===== config.mk =====
export PLATFORM = sky130hd
export DESIGN_NAME = gtp_parallel_port
export DESIGN_NICKNAME = d
export VERILOG_FILES = /design/src/logic/gtp_pkg.sv /design/src/logic/gtp_parallel_port.sv
export SDC_FILE = /design/constraint.sdc
export NUM_CORES = 1
export LEC_CHECK = 0
export BUFFER_PORTS_ARGS = -buffer_cell sky130_fd_sc_hd__buf_2
export CORE_MARGIN = 2
export CORE_UTILIZATION = 49
export DETAILED_ROUTE_END_ITERATION = 7
export PLACE_DENSITY = 0.82
export SLEW_MARGIN = 40
export SYNTH_ARGS = -nofsm -noshare
export SYNTH_HDL_FRONTEND = slang
export SYNTH_SLANG_ARGS = --single-unit

===== constraint.sdc =====
create_clock -name clock -period 1.3 [get_ports clock]
set_input_delay 0.325 -clock clock [delete_from_list [all_inputs] [get_ports clock]]
set_output_delay 0.325 -clock clock [all_outputs]
set_load 0.02 [all_outputs]

===== src/logic/gtp_pkg.sv =====
// constants and types for the parallel media-independent port.
// assumes one 100 MHz system clock; link pins are asynchronous.
//
// Summary of operation
// - speed_select picks mode; separate fields pick TBI clocking and MII side
// - GMII is full duplex only; transmit error pin is ignored
// - straps col=0 rxd=10 crs=0, or col=1 crs=0, give GMII
// - speed_select 10 with DDR bit clear gives GMII
// - collision output stays low in GMII
// - tx_pll_clock_out_en drives the transmit PLL clock on the TXCLK pin outside two-clock TBI
// - straps col=0 rxd=11 crs=0 give TBI
// - speed_select 11 with DDR bit clear gives TBI
// - TBI passes code-groups unchanged, no coding, no negotiation
// - partner drives transmit group; device captures it each tx clock rise
// - normal TBI drives two inverted half-rate receive clocks
// - receive group changes before each receive clock rise; comma on CRS changes on the same edge as the rise
// - primary clock marks odd groups; phase-1 clock on TXCLK marks even
// - rx_dv strap high or tbi_clock_scheme 1 selects two-clock TBI
// - one-clock TBI gives single receive clock, sampled on its rise
// - rx_dv strap low or tbi_clock_scheme 0 selects one-clock TBI
// - TBI receive pins carry bits 7..0, 8, 9 and comma on CRS
// - TBI transmit bits 7..0 from TXD, 8 from TX_EN, 9 from TX_ER
// - RTBI moves 10-bit codes over five wires on both clock edges
// - comma detection off holds the comma output low

package gtp_pkg;

    // ==========================================================
    // register port
    localparam int             DATA_W     = 16;
    localparam int             ADDR_W     = 4;
    localparam logic [3:0]     ADDR_CTRL  = 4'h0;
    localparam logic [3:0]     ADDR_PCS   = 4'h1;
    localparam logic [3:0]     ADDR_STAT  = 4'h2;

    // ==========================================================
    // field positions
    localparam int             CTL_SPD    = 0;
    localparam int             CTL_DDR    = 2;
    localparam int             CTL_TBICLK = 3;
    localparam int             CTL_SIDE   = 4;
    localparam int             CTL_TXCLK  = 5;
    localparam int             PCS_CDET   = 0;
    localparam int             STAT_MODE  = 10;
    localparam logic [15:0]    CTRL_RESET = 16'h0000;
    localparam logic [15:0]    PCS_RESET  = 16'h0001;
    localparam logic [1:0]     SPD_GMII   = 2'h2;
    localparam logic [1:0]     SPD_TBI    = 2'h3;

    // ==========================================================
    // timing: data stands this long before a receive clock rise
    localparam int             CLK_NS     = 10;
    localparam int             SETUP_NS   = 10;
    localparam int             SETUP_CYC  =
        (SETUP_NS + CLK_NS - 1) / CLK_NS;

    typedef enum logic [1:0] {
        GTP_GMII  = 2'b00,
        GTP_TBI   = 2'b01,
        GTP_RTBI  = 2'b10,
        GTP_OTHER = 2'b11
    } gtp_mode_type;

    typedef enum logic [1:0] {
        RX_IDLE = 2'b00,
        RX_RISE = 2'b01,
        RX_HIGH = 2'b10,
        RX_FALL = 2'b11
    } gtp_rx_state_type;

endpackage


===== src/logic/gtp_parallel_port.sv =====
// parallel port logic: mode select, GMII/TBI/RTBI transmit and receive.
// assumes serial side hands receive groups on the system clock.
`timescale 1ns/1ns
`default_nettype none

module gtp_parallel_port
    import gtp_pkg::*;
(
    input  wire logic                     clock,
    input  wire logic                     reset_n,
    input  wire logic                     ce,
    input  wire logic [gtp_pkg::ADDR_W-1:0] reg_addr,
    input  wire logic [gtp_pkg::DATA_W-1:0] reg_wdata,
    input  wire logic                     reg_write,
    input  wire logic                     reg_read,
    output logic [gtp_pkg::DATA_W-1:0]    reg_rdata,
    input  wire logic                     strap_col,
    input  wire logic                     strap_crs,
    input  wire logic [1:0]               strap_rxd,
    input  wire logic                     strap_rx_dv,
    input  wire logic                     tx_clock_input,
    input  wire logic [7:0]               txd,
    input  wire logic                     tx_en,
    input  wire logic                     tx_er,
    input  wire logic                     tx_pll_clock,
    input  wire logic [9:0]               rx_group,
    input  wire logic                     rx_comma,
    input  wire logic                     rx_carrier,
    input  wire logic                     rx_group_valid,
    output logic [7:0]                    rxd,
    output logic                          rx_dv,
    output logic                          rx_er,
    output logic                          crs,
    output logic                          col,
    output logic                          rx_clock,
    output logic                          tx_clock_pin,
    output logic [9:0]                    tx_group,
    output logic                          tx_group_valid,
    output logic                          mii_side
);
    import gtp_pkg::*;

    // ==========================================================
    // synchronisers for every asynchronous pin
    localparam int SYNC_W = 17;
    logic [SYNC_W-1:0] sync1;
    logic [SYNC_W-1:0] sync2;
    logic              clk_seen;
    logic              clk_fall;
    logic              tx_edge;
    logic              tx_fall;

    // no reset here: straps must be seen while reset is still held
    always_ff @(posedge clock) begin
        if (ce) begin
            sync1 <= {tx_pll_clock, strap_rx_dv, strap_rxd,
                      strap_crs, strap_col, tx_er, tx_en, txd,
                      tx_clock_input};
            sync2 <= sync1;
        end
    end

    // edge detect reads only the second stage and its delayed copy
    always_ff @(posedge clock) begin
        if (!reset_n) begin
            clk_seen <= 1'b0;
        end else if (ce) begin
            clk_seen <= sync2[0];
        end
    end

    assign tx_edge  = sync2[0] & ~clk_seen;
    assign tx_fall  = ~sync2[0] & clk_seen;
    assign clk_fall = tx_fall;

    // ==========================================================
    // registers
    logic [DATA_W-1:0] ctrl;
    logic [DATA_W-1:0] pcs;
    logic              strap_done;
    logic [1:0]        strap_spd;
    gtp_mode_type      mode;
    logic              norm_tbi;

    // col high forces the gigabit GMII code whatever crs is
    assign strap_spd = sync2[11] ? SPD_GMII : sync2[14:13];

    always_ff @(posedge clock) begin
        if (!reset_n) begin
            ctrl       <= CTRL_RESET;
            pcs        <= PCS_RESET;
            strap_done <= 1'b0;
        end else if (ce) begin
            if (!strap_done) begin
                strap_done <= 1'b1;
                ctrl[CTL_SPD+:2] <= strap_spd;
                ctrl[CTL_DDR]    <= sync2[12];
                ctrl[CTL_TBICLK] <= sync2[15];
            end
            if (reg_write && reg_addr == ADDR_CTRL) begin
                ctrl <= reg_wdata;
            end
            if (reg_write && reg_addr == ADDR_PCS) begin
                pcs <= reg_wdata;
            end
        end
    end

    always_comb begin
        mode = GTP_OTHER;
        if (ctrl[CTL_DDR]) begin
            if (ctrl[CTL_SPD+:2] == SPD_TBI) begin
                mode = GTP_RTBI;
            end
        end else if (ctrl[CTL_SPD+:2] == SPD_GMII) begin
            mode = GTP_GMII;
        end else if (ctrl[CTL_SPD+:2] == SPD_TBI) begin
            mode = GTP_TBI;
        end
    end

    assign norm_tbi = (mode == GTP_TBI) && ctrl[CTL_TBICLK];

    always_ff @(posedge clock) begin
        if (!reset_n) begin
            reg_rdata <= '0;
            mii_side  <= 1'b0;
        end else if (ce) begin
            mii_side  <= ctrl[CTL_SIDE];
            reg_rdata <= '0;
            if (reg_read) begin
                case (reg_addr)
                    ADDR_CTRL: reg_rdata <= ctrl;
                    ADDR_PCS:  reg_rdata <= pcs;
                    ADDR_STAT: reg_rdata <= {4'h0, mode, tx_group};
                    default:   reg_rdata <= '0;
                endcase
            end
        end
    end

    // ==========================================================
    // transmit capture
    logic [4:0] rtbi_low;

    always_ff @(posedge clock) begin
        if (!reset_n) begin
            tx_group       <= '0;
            tx_group_valid <= 1'b0;
            rtbi_low       <= '0;
        end else if (ce) begin
            tx_group_valid <= 1'b0;
            if (tx_edge && mode == GTP_RTBI) begin
                rtbi_low <= sync2[5:1];
            end else if (clk_fall && mode == GTP_RTBI) begin
                tx_group       <= {sync2[5:1], rtbi_low};
                tx_group_valid <= 1'b1;
            end else if (tx_edge && mode == GTP_GMII) begin
                tx_group       <= {1'b0, sync2[9:1]};
                tx_group_valid <= 1'b1;
            end else if (tx_edge) begin
                tx_group       <= sync2[10:1];
                tx_group_valid <= 1'b1;
            end
        end
    end

    // ==========================================================
    // receive sequencer: data first, clock edge one cycle later
    gtp_rx_state_type rx_state;
    logic [9:0]       rx_hold;
    logic             odd_group;
    logic             comma_hold;
    logic             next_rx_clock;

    always_comb begin
        next_rx_clock = rx_clock;
        case (rx_state)
            RX_IDLE: begin
                if (rx_group_valid && !norm_tbi) begin
                    next_rx_clock = 1'b0;
                end else if (norm_tbi && odd_group) begin
                    // phase 0 must be low before an odd group can rise it
                    next_rx_clock = 1'b0;
                end
            end
            RX_RISE: begin
                next_rx_clock = norm_tbi ? odd_group : 1'b1;
            end
            RX_FALL: next_rx_clock = 1'b0;
            default: next_rx_clock = rx_clock;
        endcase
    end

    always_ff @(posedge clock) begin
        if (!reset_n) begin
            rx_state     <= RX_IDLE;
            rx_hold      <= '0;
            odd_group    <= 1'b1;
            comma_hold   <= 1'b0;
            rxd          <= '0;
            rx_dv        <= 1'b0;
            rx_er        <= 1'b0;
            rx_clock     <= 1'b0;
            tx_clock_pin <= 1'b0;
        end else if (ce) begin
            rx_clock <= next_rx_clock;
            // phase-1 clock shares the TXCLK pin in two-clock TBI
            if (norm_tbi) begin
                tx_clock_pin <= ~next_rx_clock;
            end else begin
                tx_clock_pin <= ctrl[CTL_TXCLK] & sync2[16];
            end
            case (rx_state)
                RX_IDLE: begin
                    // a group offered while busy is dropped
                    if (rx_group_valid) begin
                        rx_hold    <= rx_group;
                        comma_hold <= rx_comma;
                        if (mode == GTP_RTBI) begin
                            rxd[4:0] <= rx_group[4:0];
                        end else begin
                            rxd   <= rx_group[7:0];
                            rx_dv <= rx_group[8];
                            rx_er <= rx_group[9];
                        end
                        rx_state <= RX_RISE;
                    end
                end
                RX_RISE: begin
                    // outside two-clock TBI the next group counts as odd
                    odd_group <= norm_tbi ? ~odd_group : 1'b1;
                    rx_state  <= (mode == GTP_RTBI) ? RX_HIGH : RX_IDLE;
                end
                RX_HIGH: begin
                    rxd[4:0] <= rx_hold[9:5];
                    rx_state <= RX_FALL;
                end
                RX_FALL: rx_state <= RX_IDLE;
                default: rx_state <= RX_IDLE;
            endcase
        end
    end

    // comma on CRS in TBI and RTBI, carrier sense otherwise; col never rises
    always_ff @(posedge clock) begin
        if (!reset_n) begin
            crs <= 1'b0;
            col <= 1'b0;
        end else if (ce) begin
            col <= 1'b0;
            if (mode == GTP_TBI || mode == GTP_RTBI) begin
                crs <= comma_hold & pcs[PCS_CDET];
            end else begin
                crs <= rx_carrier;
            end
        end
    end
endmodule

`default_nettype wire


* Yosys cells after proc, flatten, opt, wreduce, memory -nomap -nowiden
Index checks and enable logic that the tools add are counted.
** Storage, ports and cells
- Input bits :: 55
- Bits in registers :: 128
- Memory bits (writable) :: 0
- Memories kept :: 0
- Latch bits :: 0
- Word-level logic and storage cells :: 97
- Bits in read-only memories :: 0
** Operators by class
- Add/subtract/negate cells :: 0
- Reduce and logical (&&, ||, !) cells :: 25
- Multiply operators :: 0
- Mux-type cells :: 28
- Bitwise gates (word level) :: 10
- Shift operators :: 0
- Order comparisons :: 0
- Equal/unequal tests :: 11
- Div/mod/pow operators :: 0
** Operator list (number)
- 16-bit one-hot mux with 3 select lines :: 1
- 10-bit two-way mux :: 3
- 16-bit two-way mux :: 1
- 2-bit two-way mux :: 6
- 2-bit AND reduction :: 6
- 1-bit two-way mux :: 11
- 2-bit == test, second input constant :: 5
- 5-bit one-hot mux with 2 select lines :: 1
- 3-bit AND reduction :: 3
- 1-bit logical AND :: 8
- 4-bit two-way mux :: 2
- 2-bit one-hot mux with 4 select lines :: 1
- 1-bit NOT :: 6
- 5-bit two-way mux :: 1
- 1-bit AND :: 4
- 2-bit by 1-bit == test with 1-bit output, second input constant :: 2
- 4-bit by 1-bit == test with 1-bit output, second input constant :: 1
- 4-bit by 2-bit == test with 1-bit output, second input constant :: 1
- 2-bit logical NOT :: 2
- 4-bit logical NOT :: 1
- 4-bit AND reduction :: 1
- 1-bit one-hot mux with 3 select lines :: 1
- 3-bit nonzero test :: 1
- 2-bit by 1-bit inequality test with 1-bit output, second input constant :: 1
- other kinds (4) :: 4

* Logic depth before layout (Yosys ltp)
- Depth in word-level cells :: 12
- Mapped depth :: 6
- Mapped depth without buffers :: 4

* Worst setup path after synthesis
OpenSTA, ideal clock, no wires.
- Kind :: input to register
- From :: input port reg_addr[1] (netlist bit)
- To :: register pcs[0]
- Setup time :: 132 ps
- Cell stages on the path :: 5
- Data arrival time :: 1307 ps
- Buffers on the path :: 1
- Slack :: -138 ps
- Path through :: nor4b_4 -> nand3_1 -> buf_2 -> nand2_1 -> nand3_1
** Between the ends
- Word-level cells in the longest chain between the ends :: 3
** Ends and longest elaborated chain
- from (decl) :: line gtp_parallel_port.sv:12 : input wire logic [gtp_pkg::ADDR_W-1:0] reg_addr,
- 4-bit by 1-bit == test with 1-bit output :: line gtp_parallel_port.sv:103 : if (reg_write && reg_addr == ADDR_PCS) begin
- 1-bit logical AND :: line gtp_parallel_port.sv:103
- 2-bit AND reduction (no source line)
- to (signal assigned) :: line gtp_parallel_port.sv:104 : pcs <= reg_wdata;
- to (decl) :: line gtp_parallel_port.sv:79 : logic [DATA_W-1:0] pcs;
Every way passes these cells.
A chain may end at the register's enable or synchronous reset.

* Final worst setup path
- From :: register sync2[0]
- To :: register tx_group_valid
** Between the ends
- Word-level cells in the longest chain between the ends :: 5
- Elaborated cells on any way between the ends :: 10
- Those cells by class :: mux: 4; bitwise: 3; reduce/logical: 3
** Ends and longest elaborated chain
- from (decl) :: line gtp_parallel_port.sv:47 : logic [SYNC_W-1:0] sync2;
- from (signal assigned) :: line gtp_parallel_port.sv:59 : sync2 <= sync1;
- 1-bit AND / 1-bit NOT (equally long branches) :: line gtp_parallel_port.sv:72, gtp_parallel_port.sv:73
- 1-bit two-way mux (tied with other cells) :: line gtp_parallel_port.sv:161 : end else if (tx_edge) begin
- 1-bit two-way mux / 1-bit logical AND (equally long branches) :: line gtp_parallel_port.sv:158, gtp_parallel_port.sv:155
- 1-bit two-way mux :: line gtp_parallel_port.sv:155 : end else if (clk_fall && mode == GTP_RTBI) begin
- 1-bit two-way mux * :: line gtp_parallel_port.sv:153 : if (tx_edge && mode == GTP_RTBI) begin
- to (signal assigned) :: line gtp_parallel_port.sv:157 : tx_group_valid <= 1'b1;
- to (signal assigned) :: line gtp_parallel_port.sv:160 : tx_group_valid <= 1'b1;
- to (signal assigned) :: line gtp_parallel_port.sv:163 : tx_group_valid <= 1'b1;
- to (decl) :: line gtp_parallel_port.sv:38 : output logic tx_group_valid,
Every way passes the cells marked *; elsewhere a longest branch is shown, timed or not.

==> run summary <==
Drt first pass iters - 6
Detailed Place HPWL - 8521 um
Worst-path maximum fanout - 5
Worst vdd ir - 1.072 mV
Area Overhead vs Synth - 51.94%
Tcrit/Tclk final - 1.147
Crit path launch - sync2[0]
Post-synth EDFFs - 34
CTS tree - done
Die area - 0.01055 mm^2
CTS Buffer Depth - 2
Mapped Cells - 471
Num rows - 36
Cell taking the most area after synthesis - dfxtp_1
CTS Buf Count - 17
Hold Fails Final Rpt - 0
H-tree depth - 4
Top_reg_cell synth - dfxtp_1
Wire per inst - 19.77 um
Final worst slack - -0.1917 ns
Min-Delay Path Class - in -> reg
P_int - 8.030 mW
Clock Pin Slew Worst Setup and Hold Paths - 0.06 ns
Fin cells - 796
Reg2reg path depth - 6
Clock Latency Late Sink - 0.52 ns
Drt initial violations - 409
Post-Route Skew - 0.008286 ns
Top cell type's share of synthesized area - 0.3732
Dpl cells - 718
Synthesized area - 0.004775 mm^2
# diodes - 0
Clk sink count - 123
YS warnings - 0
DR DRC count - 0
Crit. End Element - register
Number of placed I/O pins - 97
Seq cells post-synth - 123
GRT Overall Usage - 0.2702
Final setup viols - 38
Synth unique cells - 48
Sw power - 2.401 mW
Cell Pwr Density - 1438 mW/mm^2
Metal-1 WL - 5609 um
Logic pwr share - 0.094
Total number of vias - 4594
Static leakage - 2.890 nW
Reg power frac - 0.407
WS Path Type - reg -> reg
Metal2 WL - 7981 um
Core ar. - 0.009594 mm^2
Startpoint Class - register
Final max-slew violation count - 0
WL met3 - 1426 um
Overall power - 10.43 mW
Syn_area_per_cell - 10.14 um^2
Initial antenna violation count - 0
End of the critical path - tx_group_valid
Sw frac - 0.2302
Status - finished, violations left
Worst reg2reg startpoint - sync2[0]
RSZ-0062 raised after global routing - yes
DR top layer - met4
Synthesized Nets - 526
Die H - 102.7 um
Min cycle time layout - 1.492 ns
F_max - 670.4 MHz
Critical Path RT - 1.74 ns
PortBufs - 95
Vias in the first global route - 4273
Sequential area share after synthesis - 0.5870
Starting Density - 0.4977
Routed Antenna Nets - 0
Reg-to-reg critical path endpoint - tx_group_valid
MaxCap Viol Count - 0
Root buffer cell - clkbuf_8
Hold slack - 0.06119 ns
Synth area leaders - dfxtp_1 37%, edfxtp_1 21%, nand2_1 6.5%, mux2i_1 6.5%, a21oi_1 6.0%
Clock power share - 0.499
Grt total ovfl - 0
Post-Route WL - 15740 um
HP Start - rx_group[7]
First-pass GRT wire length - 21230 um
Hold path cells - 3
Violated checks - negative setup slack
R2r setup slk - -0.19 ns
Final Wtd Congestion - 0.8759
Ys async rst share - 0
Net count, final - 705
Ratio of cells with drive above 1 in the final layout - 0.4389
Vias/cell - 5.771
Worst EP arrival - 1.93 ns
Most frequent cell after synthesis - dfxtp_1
Largest net degree at the start of global routing - 34
Die W - 102.7 um
Top post-synthesis cells by count - 89 x dfxtp_1, 83 x nand2_1, 57 x a21oi_1
-- flip-flops by register name (all words and copies together), names as in the netlist, 8 cells and up, named ones only --
register   count
sync2         17
ctrl          16
tx_group      10
reg_rdata     16
pcs           16
rxd            8
sync1         17
-- kinds of logic (layout without fill, tap and decap cells) --
logic type | count (synthesis) | in the layout | synth area share
flops | 123 | 123 | 0.5870
compound gates | 127 | 127 | 0.1596
other cells | 1 | 1 | 0.0007854
buf+inv | 36 | 228 | 0.03459
simple gates | 152 | 152 | 0.1507
mux | 32 | 32 | 0.06735
-- worst max-delay path, cell delays in order (launching register included) --
cell	delay (ns)
edfxtp_1	0.45
nand3b_1	0.26
mux2i_4	0.29
buf_6	0.17
buf_6	0.10
a21oi_2	0.03
nor2_1	0.11
-- layer usage --
metal,vias to the layer above,track usage
met5,-,0
met4,0,0.1477
met3,74,0.06644
met2,295,0.4630
met1,2188,0.3106
li1,2037,-
-- power groups by stage --
stage | combinational [mW] | sequential (mW) | clock (mW)
after global placement | 0.650 | 4.28 | 0
after floorplan | 0.274 | 4.32 | 0
after global routing | 1.03 | 4.25 | 5.43
after CTS | 0.854 | 4.23 | 5.19
after detailed placement | 0.675 | 4.29 | 0
final | 0.983 | 4.24 | 5.21
-- worst min path at each step --
stage	to	slack [ns]
floorplan	sync2[0]	0.40
global placement	sync2[5]	0.40
detailed placement	sync2[10]	0.40
CTS	rx_hold[7]	0.05
global route	rx_hold[5]	0.05
finish	rx_hold[7]	0.06
-- metrics by stage --
stage	area, um^2	setup TNS [ns]	util	setup WS, ns
2_1_floorplan	4811	-1.774	-	-0.08047
3_3_place_gp	5698	-12.26	0.5939	-0.2732
3_5_place_dp	5698	-17.07	0.5939	-0.3538
4_1_cts	7042	-0.9253	0.7340	-0.08636
5_1_grt	7254	-4.316	0.7561	-0.2491
6_report	7254	-2.524	0.7561	-0.1917
-- cells in the final DEF, fill, tap and decap left out, drive strengths merged, types with 2 or more instances in the layout --
cell	count
nand3	9
clkinv	4
nand4	3
a22o	10
edfxtp	34
clkbuf	19
a31oi	4
o2bb2ai	4
buf	171
a21oi	57
a22oi	5
nor2	32
nor2b	5
bufinv	5
a221oi	3
dlygate4sd3	17
and2	5
clkinvlp	2
mux2i	31
nand2	83
nand3b	2
a211oi	7
inv	9
o21ai	30
nor4b	3
dfxtp	89
-- area by class of cell --
cell class                      instances  area (um^2)
Timing Repair Buffer                  189         1553
Fill cell                             568         2340
Multi-Input combinational cell        312         1976
Sequential cell                       123         2877
Inverter                                7        26.28
Tap cell                              133        166.4
Clock inverter                         13        214.0
Clock buffer                           19        442.9
-- repair_timing --
action,4_1_cts,5_1_grt
pin swaps,9,4
hold buffers,17,0
gates cloned,4,1
endpoints found under the hold margin,17,0
gates resized for setup,153,44
endpoints found under the setup margin,62,68
buffers inserted,15,9
(Power assumes the default switching activity.)
